**config.mk**
```make
export PLATFORM = sky130hd
export DESIGN_NAME = sysid_regs
export DESIGN_NICKNAME = d
export VERILOG_FILES = /design/src/rtl/sysid_pkg.sv /design/src/rtl/bandgap_bits.sv /design/src/rtl/sysid_regs.sv
export SDC_FILE = /design/constraint.sdc
export NUM_CORES = 1
export LEC_CHECK = 0
export ABC_AREA = 1
export BUFFER_PORTS_ARGS = -buffer_cell sky130_fd_sc_hd__buf_2
export CORE_AREA = 3 3 90 101
export CTS_BUF_LIST = sky130_fd_sc_hd__clkbuf_8
export DETAILED_ROUTE_END_ITERATION = 10
export DIE_AREA = 0 0 93 104
export GPL_ROUTABILITY_DRIVEN = 1
export PLACE_DENSITY = 0.54
export SKIP_LAST_GASP = 1
export SYNTH_ARGS = -nofsm -noshare
export SYNTH_HDL_FRONTEND = slang
export SYNTH_HIERARCHICAL = 1
export SYNTH_SLANG_ARGS = --single-unit
```
**constraint.sdc**
```tcl
create_clock -name core_clk_in -period 2.2 [get_ports core_clk_in]
set_input_delay 0.11 -clock core_clk_in [delete_from_list [all_inputs] [get_ports core_clk_in]]
set_output_delay 0.11 -clock core_clk_in [all_outputs]
set_load 0.05 [all_outputs]
```
**src/rtl/sysid_pkg.sv**
```systemverilog
// constants for the system id, key and band gap register bank
// assumes an apb slave on a 250 mhz core clock with synchronous reset
package sysid_pkg;
  // ------------------------------------------------------------
  // register byte addresses (apb address bits used: 15:0)
  // ------------------------------------------------------------
  localparam logic [15:0] CFG_CONTROL_OFFS  = 16'h3b00; // configuration control low bits
  localparam logic [15:0] DEV_ID_OFFS       = 16'h3b20; // identification word
  localparam logic [15:0] UNLOCK_KEY_OFFS   = 16'h3b30; // write-only key
  localparam logic [15:0] BANDGAP_OFFS      = 16'h2300; // band gap control base
  localparam logic [15:0] CLEAR_ALIAS_OFFS  = 16'h0004; // clear alias distance
  localparam logic [15:0] SET_ALIAS_OFFS    = 16'h0008; // set alias distance
  localparam logic [15:0] INVERT_ALIAS_OFFS = 16'h000c; // invert alias distance
  localparam logic [15:0] HW_REQ_OFFS       = 16'h2310; // hardware request status, read only

  // ------------------------------------------------------------
  // field positions
  // ------------------------------------------------------------
  localparam int REV_LSB      = 28; // revision_field 31:28
  localparam int PART_ID_LSB  = 0;  // part_identifier_field 27:0
  localparam int ADC_REF_BIT  = 2;  // adc_reference_enable
  localparam int CMP_REF_BIT  = 1;  // comparator_reference_enable
  localparam int CFG_RSVD_LSB = 0;  // cfg control reserved 1:0
  localparam int CFG_DBG_BIT  = 3;  // debug port enable in cfg control

  // ------------------------------------------------------------
  // reset values
  // ------------------------------------------------------------
  localparam logic [31:0] KEY_RESET     = 32'h0000_0000; // key clears on reset
  localparam logic [1:0]  BANDGAP_RESET = 2'h0;          // both references off
  localparam logic [1:0]  CFG_RSVD_VAL  = 2'h3;          // reserved bits read as ones
  localparam logic [31:0] ZERO_WORD     = 32'h0000_0000; // unmapped read value

  // alias operation kinds
  typedef enum logic [1:0] {
    OP_WRITE  = 2'b00,
    OP_CLEAR  = 2'b01,
    OP_SET    = 2'b10,
    OP_INVERT = 2'b11
  } alias_op_t;
endpackage

```
**src/rtl/bandgap_bits.sv**
```systemverilog
// two reference enable bits with alias writes and hardware set/clear
// assumes one-cycle write strobes from the apb slave on the same clock
`timescale 1ns/1ps
module bandgap_bits (
  input  wire logic                 core_clk_in,   // core clock
  input  wire logic                 reset_in,      // sync reset, active high
  input  wire logic                 sw_we_in,      // software write strobe
  input  wire sysid_pkg::alias_op_t sw_op_in,      // plain, clear, set or invert
  input  wire logic [1:0]           sw_data_in,    // {adc, cmp} write data
  input  wire logic [1:0]           hw_set_in,     // hardware set pulses
  input  wire logic [1:0]           hw_clr_in,     // hardware clear pulses
  output logic      [1:0]           enables_out    // {adc, cmp} enables
);
  logic [1:0] bits_reg;  // current enables
  logic [1:0] bits_next; // value after this edge

  // ------------------------------------------------------------
  // next value: software first, then hardware on top
  // ------------------------------------------------------------
  always_comb begin
    bits_next = bits_reg;
    if (sw_we_in) begin
      // RL4: atomic alias ops
      case (sw_op_in)
        sysid_pkg::OP_CLEAR:  bits_next = bits_reg & ~sw_data_in;
        sysid_pkg::OP_SET:    bits_next = bits_reg | sw_data_in;
        sysid_pkg::OP_INVERT: bits_next = bits_reg ^ sw_data_in;
        default:              bits_next = sw_data_in;
      endcase
    end
    // RL10: hardware set and clear
    // set wins over clear so a set request is never lost
    bits_next = (bits_next & ~hw_clr_in) | hw_set_in;
  end

  // RL5: enables reset to zero
  always_ff @(posedge core_clk_in) begin
    if (reset_in) begin
      bits_reg <= sysid_pkg::BANDGAP_RESET;
    end else begin
      bits_reg <= bits_next;
    end
  end

  assign enables_out = bits_reg;
endmodule // bandgap_bits

```
**src/rtl/sysid_regs.sv**
```systemverilog
// apb register bank: identification, unlock key, band gap control, cfg low bits
// assumes an apb master on core_clk_in; the analog requests come from same-clock logic
`timescale 1ns/1ps

// Notes on behaviour
// RL1: id word: revision 31:28, identifier 27:0
// RL2: id fields are per-variant constant parameters
// RL3: key is 32-bit write-only, resets zero
// RL4: clear, set, invert aliases at +4/+8/+c
// RL5: band gap resets zero, unused bits zero
// RL6: cfg control bit 2 reads zero
// RL7: software writes ones to cfg bits 1:0
// RL8: bit 2 enables adc reference
// RL9: bit 1 enables comparator reference
// RL10: enables software rw, hardware set/clear
// RL11: key register reads back as zero
module sysid_regs #(
  parameter logic [3:0]  REVISION = 4'h1,        // arbitrary value, set per variant
  parameter logic [27:0] PART_ID  = 28'h000_0a5a // arbitrary value, set per variant
) (
  input  wire logic        core_clk_in,      // core clock, 250 mhz
  input  wire logic        reset_in,         // sync reset, active high
  input  wire logic        psel_in,          // apb select
  input  wire logic        penable_in,       // apb enable
  input  wire logic        pwrite_in,        // apb direction, high for write
  input  wire logic [15:0] paddr_in,         // apb byte address
  input  wire logic [31:0] pwdata_in,        // apb write data
  input  wire logic [3:0]  pstrb_in,         // apb byte strobes
  input  wire logic [1:0]  ref_set_req_in,   // {adc, cmp} hardware set pulses
  input  wire logic [1:0]  ref_clr_req_in,   // {adc, cmp} hardware clear pulses
  input  wire logic        dbg_port_strap_in,// debug enable strap, sampled at reset
  output logic      [31:0] prdata_out,       // apb read data
  output logic             pready_out,       // apb ready
  output logic             pslverr_out,      // apb error on unmapped address
  output logic             adc_ref_en_out,   // adc reference enable
  output logic             cmp_ref_en_out,   // comparator reference enable
  output logic      [31:0] unlock_key_out,   // last key written, for the lock logic
  output logic             key_write_out     // one-cycle pulse on each key write
);
  // ------------------------------------------------------------
  // apb access decode
  // ------------------------------------------------------------
  logic        access;        // setup seen, access phase now
  logic        wr_acc;        // write in access phase
  logic [31:0] strb_mask;     // byte mask from strobes
  logic        hit_cfg;       // cfg control selected
  logic        hit_id;        // identification selected
  logic        hit_key;       // key selected
  logic        hit_bg;        // band gap base or alias selected
  logic        hit_req;       // hardware request mirror selected
  logic        mapped;        // any register selected
  sysid_pkg::alias_op_t bg_op; // which band gap alias

  // single-wait-state slave: ready goes high one cycle into the access phase
  assign access = psel_in && penable_in && !pready_out;
  assign wr_acc = access && pwrite_in;
  assign strb_mask = {{8{pstrb_in[3]}}, {8{pstrb_in[2]}}, {8{pstrb_in[1]}}, {8{pstrb_in[0]}}};

  // address decoding
  always_comb begin
    hit_cfg = 1'b0;
    hit_id  = 1'b0;
    hit_key = 1'b0;
    hit_bg  = 1'b0;
    hit_req = 1'b0;
    bg_op   = sysid_pkg::OP_WRITE;
    if (paddr_in == sysid_pkg::CFG_CONTROL_OFFS) begin
      hit_cfg = 1'b1;
    end else if (paddr_in == sysid_pkg::DEV_ID_OFFS) begin
      hit_id = 1'b1;
    end else if (paddr_in == sysid_pkg::UNLOCK_KEY_OFFS) begin
      hit_key = 1'b1;
    end else if (paddr_in == sysid_pkg::BANDGAP_OFFS) begin
      hit_bg = 1'b1;
    end else if (paddr_in == sysid_pkg::BANDGAP_OFFS + sysid_pkg::CLEAR_ALIAS_OFFS) begin
      // RL4: clear alias
      hit_bg = 1'b1;
      bg_op  = sysid_pkg::OP_CLEAR;
    end else if (paddr_in == sysid_pkg::BANDGAP_OFFS + sysid_pkg::SET_ALIAS_OFFS) begin
      // RL4: set alias
      hit_bg = 1'b1;
      bg_op  = sysid_pkg::OP_SET;
    end else if (paddr_in == sysid_pkg::BANDGAP_OFFS + sysid_pkg::INVERT_ALIAS_OFFS) begin
      // RL4: invert alias
      hit_bg = 1'b1;
      bg_op  = sysid_pkg::OP_INVERT;
    end else if (paddr_in == sysid_pkg::HW_REQ_OFFS) begin
      hit_req = 1'b1;
    end
  end
  assign mapped = hit_cfg | hit_id | hit_key | hit_bg | hit_req;

  // ------------------------------------------------------------
  // strap capture: two flops, then held after release until software writes cfg bit 3
  // ------------------------------------------------------------
  logic strap_s1_reg;   // first sync flop
  logic strap_s2_reg;   // second sync flop
  logic dbg_en_reg;     // debug enable bit of cfg control

  always_ff @(posedge core_clk_in) begin
    strap_s1_reg <= dbg_port_strap_in;
    strap_s2_reg <= strap_s1_reg;
  end

  // follows the strap while in reset, software may change it after
  always_ff @(posedge core_clk_in) begin
    if (reset_in) begin
      dbg_en_reg <= strap_s2_reg;
    end else if (wr_acc && hit_cfg && pstrb_in[0]) begin
      dbg_en_reg <= pwdata_in[sysid_pkg::CFG_DBG_BIT];
    end
  end

  // ------------------------------------------------------------
  // unlock key
  // ------------------------------------------------------------
  logic [31:0] key_reg;       // stored key
  logic        key_pulse_reg; // write pulse

  // RL3: key write-only storage
  always_ff @(posedge core_clk_in) begin
    if (reset_in) begin
      key_reg <= sysid_pkg::KEY_RESET;
    end else if (wr_acc && hit_key) begin
      key_reg <= (key_reg & ~strb_mask) | (pwdata_in & strb_mask);
    end
  end

  always_ff @(posedge core_clk_in) begin
    if (reset_in) begin
      key_pulse_reg <= 1'b0;
    end else begin
      key_pulse_reg <= wr_acc && hit_key;
    end
  end
  assign unlock_key_out = key_reg;
  assign key_write_out  = key_pulse_reg;

  // ------------------------------------------------------------
  // band gap enables
  // ------------------------------------------------------------
  logic [1:0] bg_bits; // {adc, cmp}

  // RL8: adc enable on bit 2
  // RL9: comparator enable on bit 1
  bandgap_bits u_bandgap (
    .core_clk_in (core_clk_in),
    .reset_in    (reset_in),
    .sw_we_in    (wr_acc && hit_bg && pstrb_in[0]),
    .sw_op_in    (bg_op),
    .sw_data_in  ({pwdata_in[sysid_pkg::ADC_REF_BIT], pwdata_in[sysid_pkg::CMP_REF_BIT]}),
    .hw_set_in   (ref_set_req_in),
    .hw_clr_in   (ref_clr_req_in),
    .enables_out (bg_bits)
  );
  assign adc_ref_en_out = bg_bits[1];
  assign cmp_ref_en_out = bg_bits[0];

  // set pulses of the last hardware request, readable for debug
  logic [1:0] last_req_reg;
  always_ff @(posedge core_clk_in) begin
    if (reset_in) begin
      last_req_reg <= 2'h0;
    end else if (|(ref_set_req_in | ref_clr_req_in)) begin
      last_req_reg <= ref_set_req_in;
    end
  end

  // ------------------------------------------------------------
  // read mux
  // ------------------------------------------------------------
  logic [31:0] rd_word; // selected read value
  always_comb begin
    rd_word = sysid_pkg::ZERO_WORD;
    if (hit_id) begin
      // RL1: revision and identifier fields
      // RL2: variant constants
      rd_word = {REVISION, PART_ID};
    end else if (hit_key) begin
      // RL11: key reads zero
      rd_word = sysid_pkg::ZERO_WORD;
    end else if (hit_bg) begin
      // RL5: unused bits zero
      rd_word[sysid_pkg::ADC_REF_BIT] = bg_bits[1];
      rd_word[sysid_pkg::CMP_REF_BIT] = bg_bits[0];
    end else if (hit_cfg) begin
      // RL6: bit 2 reads zero; RL7: reserved bits shown as ones
      rd_word[1:0] = sysid_pkg::CFG_RSVD_VAL;
      rd_word[sysid_pkg::CFG_DBG_BIT] = dbg_en_reg;
    end else if (hit_req) begin
      rd_word[1:0] = last_req_reg;
    end
  end

  // ------------------------------------------------------------
  // answer: all bus outputs from flops
  // ------------------------------------------------------------
  always_ff @(posedge core_clk_in) begin
    if (reset_in) begin
      pready_out  <= 1'b0;
      pslverr_out <= 1'b0;
      prdata_out  <= sysid_pkg::ZERO_WORD;
    end else begin
      pready_out  <= access;
      pslverr_out <= access && !mapped;
      prdata_out  <= (access && !pwrite_in) ? rd_word : sysid_pkg::ZERO_WORD;
    end
  end
endmodule // sysid_regs

```
Yosys cells after proc, flatten, opt, wreduce, memory -nomap -nowiden
Index checks and enable logic that the tools add are counted.

Register bits after elaboration: 74. Input port bits: 62. Output and inout bits: 69. Word-level logic and storage cells: 100.

Equality and inequality tests: 11. Multiplexer cells: 41. Bitwise gates (word level): 18. Reduce and logical (&&, ||, !) cells: 18.

Operators by type and width (count): $eq 16x14->1 const B (8); $and 32x32->32 (2); $not 32->32 (1); $or 32x32->32 (1); $mux 29 (1); $mux 1 (28); $mux 2 (10); $logic_and 1x1->1 (10); $reduce_or 5->1 (2); $or 2x2->2 (3); $pmux 2 s3 (1); $and 2x2->2 (2); $eq 2x2->1 const B (2); $mux 4 (1); $not 2->2 (2); $or 1x1->1 (4); $reduce_or 2->1 (2); $logic_not 1->1 (3); $eq 2x1->1 const B (1); $not 1->1 (2); $reduce_bool 2->1 (1); $xor 2x2->2 (1).

Depth between registers and ports, before layout
Word-level depth: 14. Mapped depth: 13. Gate-level depth less buffers: 13.

By module
The synthesis kept the hierarchy.

Modules (own cells, without submodules): sysid_regs (instances 1, cells an instance 294, area an instance 2198.4 um^2, seq. area each 910.9 um^2); bandgap_bits (instances 1, cells an instance 37, area an instance 234.0 um^2, seq. area each 40.0 um^2).

Worst setup path after synthesis
Ideal clock, no wire load.

Kind: register -> register. Start point: register pready_out. End point: register u_bandgap.bits_reg[1] (netlist: u_bandgap/enables_out[1]). Library setup time: 0.070 ns. Data arrival time: 1.535 ns. Data required time: 2.130 ns. Slack: 0.596 ns. Cell stages (with the launch flop): 11. Buffers on the path: 0. Period minus slack after synthesis: 1.604 ns. Cells stage by stage: dfxtp_1 > nand3b_4 > nor2_8 > nand2_1 > nor2_1 > inv_1 > a21oi_1 > nand2_1 > nand2_1 > nand2_1 > a21oi_1.

Longest elaborated chain between the ends: 8.

Ends and longest elaborated chain: start: declaration (RTL line sysid_regs.sv:33) `output logic pready_out,`; start signal: assignment (RTL line sysid_regs.sv:204) `pready_out <= access;`; $logic_not 1->1 (RTL line sysid_regs.sv:55) `assign access = psel_in && penable_in && !pready_out;`; $logic_and 1x1->1 (RTL line sysid_regs.sv:55); $logic_and 1x1->1 (RTL line sysid_regs.sv:56) `assign wr_acc = access && pwrite_in;`; $logic_and 1x1->1 (2 in a row) (RTL line sysid_regs.sv:149) `.sw_we_in (wr_acc && hit_bg && pstrb_in[0]),`; $mux 2 (RTL line bandgap_bits.sv:22) `if (sw_we_in) begin`; $and 2x2->2 (RTL line bandgap_bits.sv:33) `bits_next = (bits_next & ~hw_clr_in) | hw_set_in;`; $or 2x2->2 (RTL line bandgap_bits.sv:33); end signal: assignment (RTL line bandgap_bits.sv:39) `bits_reg <= sysid_pkg::BANDGAP_RESET;`; end signal: assignment (RTL line bandgap_bits.sv:41) `bits_reg <= bits_next;`; end: declaration (RTL line bandgap_bits.sv:14) `logic [1:0] bits_reg;`.

Every way passes these cells. A chain may end at the register's enable or synchronous reset.

Worst setup path after layout
Start point: input port paddr_in[15]. End point: register u_bandgap.bits_reg[1] (netlist: u_bandgap/enables_out[1]).

Longest elaborated chain between the ends: 13. Elaborated cells on any way between the ends: 30. Those cells by class: eq/ne (10); mux (16); bitwise (2); reduce/logical (2).

Ends and longest elaborated chain: start: declaration (RTL line sysid_regs.sv:26) `input wire logic [15:0] paddr_in,`; $eq 16x14->1 (RTL line sysid_regs.sv:83) `end else if (paddr_in == sysid_pkg::BANDGAP_OFFS + sysid_pkg::INVERT_ALIAS_OFFS) begin`; $mux 2 (RTL line sysid_regs.sv:83); $mux 2 (RTL line sysid_regs.sv:79) `end else if (paddr_in == sysid_pkg::BANDGAP_OFFS + sysid_pkg::SET_ALIAS_OFFS) begin`; $mux 2 (RTL line sysid_regs.sv:75) `end else if (paddr_in == sysid_pkg::BANDGAP_OFFS + sysid_pkg::CLEAR_ALIAS_OFFS) begin`; $mux 2 (RTL line sysid_regs.sv:73) `end else if (paddr_in == sysid_pkg::BANDGAP_OFFS) begin`; $mux 2 (RTL line sysid_regs.sv:71) `end else if (paddr_in == sysid_pkg::UNLOCK_KEY_OFFS) begin`; $mux 2 (RTL line sysid_regs.sv:69) `end else if (paddr_in == sysid_pkg::DEV_ID_OFFS) begin`; $mux 2 * (RTL line sysid_regs.sv:67) `if (paddr_in == sysid_pkg::CFG_CONTROL_OFFS) begin`; named net bg_op[0] (RTL line sysid_regs.sv:52) `sysid_pkg::alias_op_t bg_op;`; $eq 2x2->1 / $eq 2x1->1 (equally long branches) (RTL line bandgap_bits.sv:24) `case (sw_op_in)`; $pmux 2 s3 * (RTL line bandgap_bits.sv:24); $mux 2 * (RTL line bandgap_bits.sv:22); $and 2x2->2 * (RTL line bandgap_bits.sv:33); $or 2x2->2 * (RTL line bandgap_bits.sv:33).

The timed path passes the listed nets; every way through them passes the cells marked *.

==> impl_results.md <==
* Hold Crit Depth at 3
* Largest net degree at the start of global routing at 29
* Io pins at 131
* Static leakage at 1.53 nW
* MaxCap Viol Count at 0
* Vias in the first global route at 2197
* FF-to-FF Start: pready_out
* Port bufs at 107
* Num CTS Buffers at 5
* GP Congestion at 0.854
* Placed Cells incl. Taps at 535
* CTS clk-pin slew, worst paths at 90 ps
* Placeable Area at 8230 um^2
* Multi-input gate area at 1160 um^2
* Startpoint Class: primary input
* Mapped Area at 2430 um^2
* Clock Sinks at 47
* Initial Util at 29.5%
* Post-CTS sizing at 0
* N_diodes at 0
* Count of final setup violators at 0
* Post-CTS Setup Inserts at 0
* Chip width at 93 um
* Mapped Avg Cell Area at 7.35 um^2
* Detail Route Antenna Nets at 0
* CP Capture Type: register
* Worst reg2reg path endpoint: u_bandgap/enables_out[1]
* Clock buffer depth at 2
* Tot GR Track Use at 12.1%
* Cts hold-fix bufs at 1
* Final non-filler cell total at 544
* Final Cycle Share at 76.6%
* Worst-Skew Late Latency at 300 ps
* Reg2Reg Setup Slack at 570 ps
* Share of cells above drive strength 1 at 31.2%
* Status: complete, no violations
* Worst Min Path Start: ref_set_req_in[0]
* Vias post-DR at 2372
* Pwr dens at 574 nW/um^2
* Initial antenna violation count at 0
* CP required at 2380 ps
* Die ar. at 9670 um^2
* DRT Pass-1 Iters at 5
* Global-route wire length before repair at 9680 um
* Seq. cell area at 951 um^2
* Period minus WS final at 1680 ps
* Hpwl dp at 4770 um
* Root Driver: clkbuf_8
* Final Skew at 9.50 ps
* Die H at 104 um
* Number of distinct library cells after synthesis at 27
* Setup ws final at 515 ps
* Cells after Synth at 331
* DRC at 0
* Worst-path maximum fanout at 7
* DR WL/cell at 11.0 um
* Filler instances at 926
* H-tree depth at 2
* Vias per inst at 4.36
* Worst Path Class, Setup: primary input to register
* TritonCTS clock tree: done
* Total Wirelength at 5990 um
* Worst Hold End: last_req_reg[0]
* Final hold vios at 0
* Pre-CTS setup slack at 213 ps
* Yosys warnings at 6
* VDD IR-drop max at 0.239 mV
* Area growth from synthesis to layout at 25.7%
* Starting DRT DRC Count at 59
* Worst Path Arrival at 1870 ps
* Reg2Reg Depth at 10
* Row count at 35
* Worst hold path type: primary input to register
* Nets at 498
* RSZ-0062 raised after global routing: false
* Total Neg Setup Slack at 0 ps
* Number of synthesized register bits at 47
* Remaining Overflow, GRT at 0
* Max Slew Vio Count at 0
* Max Fclk at 594 MHz
* Register area share after synthesis at 39.1%
-- layout by cell type, fill, tap and decap left out --
cell type / count
clkbuf_8: 5
edfxtp_1: 1
nor2_4: 2
bufinv_16: 1
nor2_1: 39
buf_2: 107
nor3b_1: 1
conb_1: 23
nand2_1: 73
inv_2: 6
nand3_2: 4
clkinv_4: 1
nand3b_4: 1
o21bai_1: 2
inv_1: 29
clkinv_2: 1
nand3b_1: 4
dfxtp_1: 46
buf_4: 2
nand3_1: 13
nor4_1: 2
nor2_2: 2
ha_1: 4
nor2_8: 2
dlygate4sd3_1: 1
o21ai_1: 2
nor3_1: 1
nand2_2: 1
nand4_1: 27
a21oi_1: 30
-- worst max-delay path by stage --
stage                       startpoint                  endpoint
final                     paddr_in[15]  u_bandgap/enables_out[1]
after CTS                 paddr_in[15]  u_bandgap/enables_out[1]
after detailed placement  paddr_in[15]  u_bandgap/enables_out[0]
after floorplan             pready_out  u_bandgap/enables_out[1]
after global routing      paddr_in[15]  u_bandgap/enables_out[1]
after global placement    paddr_in[15]  u_bandgap/enables_out[0]
-- logic make-up after synthesis --
family / synth area share [%]
compound gates: 7.20
fa+ha+maj: 2.06
buf+inv: 16.5
flops: 39.1
other cells: 0.154
simple gates: 35.0
-- report_power, final --
group	internal, W	switching (W)
logic	0.0000661	0.000183
registers	0.000862	0.00000645
clock network	0.000339	0.000298
total	0.00127	0.000488
-- cell type report --
class / instances / share of cell area, %
Multi-Input combinational cell: 233 / 38.0
Clock buffer: 5 / 2.25
Tap cell: 111 / 4.54
Inverter: 35 / 4.30
Timing Repair Buffer: 110 / 18.3
Clock inverter: 3 / 1.43
Sequential cell: 47 / 31.1
-- layer usage --
metal	vias up	share of wire, %	GRT usage, %
li1	1225	-	-
met1	1065	40	13.1
met2	77	51	22.5
met3	5	8.4	4.05
met4	0	0.80	2.51
met5	-	0	0
-- through the flow --
step | hold slack [ps] | area [um^2] | util (%) | power, W
after floorplan | 138 | 2510 | - | 0.00109
after global placement | 214 | 2930 | 35.6 | 0.00114
after detailed placement | 214 | 2930 | 35.6 | 0.00114
after CTS | 49.7 | 3060 | 37.1 | 0.00179
after global routing | 62.0 | 3060 | 37.1 | 0.00184
final | 67.1 | 3060 | 37.1 | 0.00175
-- worst max-delay path, cell delays in order --
cell and delay (ps):
buf_2 100, nor2_1 100, nand2_1 110, nor2_1 330, nand2_1 240, nor2_1 290, inv_1 140, o21bai_1 150
nand3_1 80, nand2_1 60, nand2_1 40, nand2_1 50, a21oi_1 50
-- synthesized netlist by cell type --
library cell,count,area (um^2)
nand2_2,1,6.26
nor3b_1,1,7.51
buf_4,27,203
nor2_1,39,146
edfxtp_1,1,30.0
nor3_1,1,5.00
dfxtp_1,46,921
nor2_2,2,12.5
nand3_1,13,65.1
inv_1,29,109
nor4_1,2,12.5
conb_1,1,3.75
nand3b_4,1,20.0
a21oi_1,30,150
nor2_4,2,22.5
buf_6,3,33.8
nor2_8,2,40.0
nand3_2,4,40.0
inv_2,6,22.5
nand4_1,27,169
ha_1,4,50.1
o21bai_1,2,15.0
o21ai_1,2,10.0
nand2_1,73,274
clkbuf_2,3,15.0
clkbuf_1,5,18.8
nand3b_1,4,30.0
Note: power is estimated with default switching activity, not from simulation.
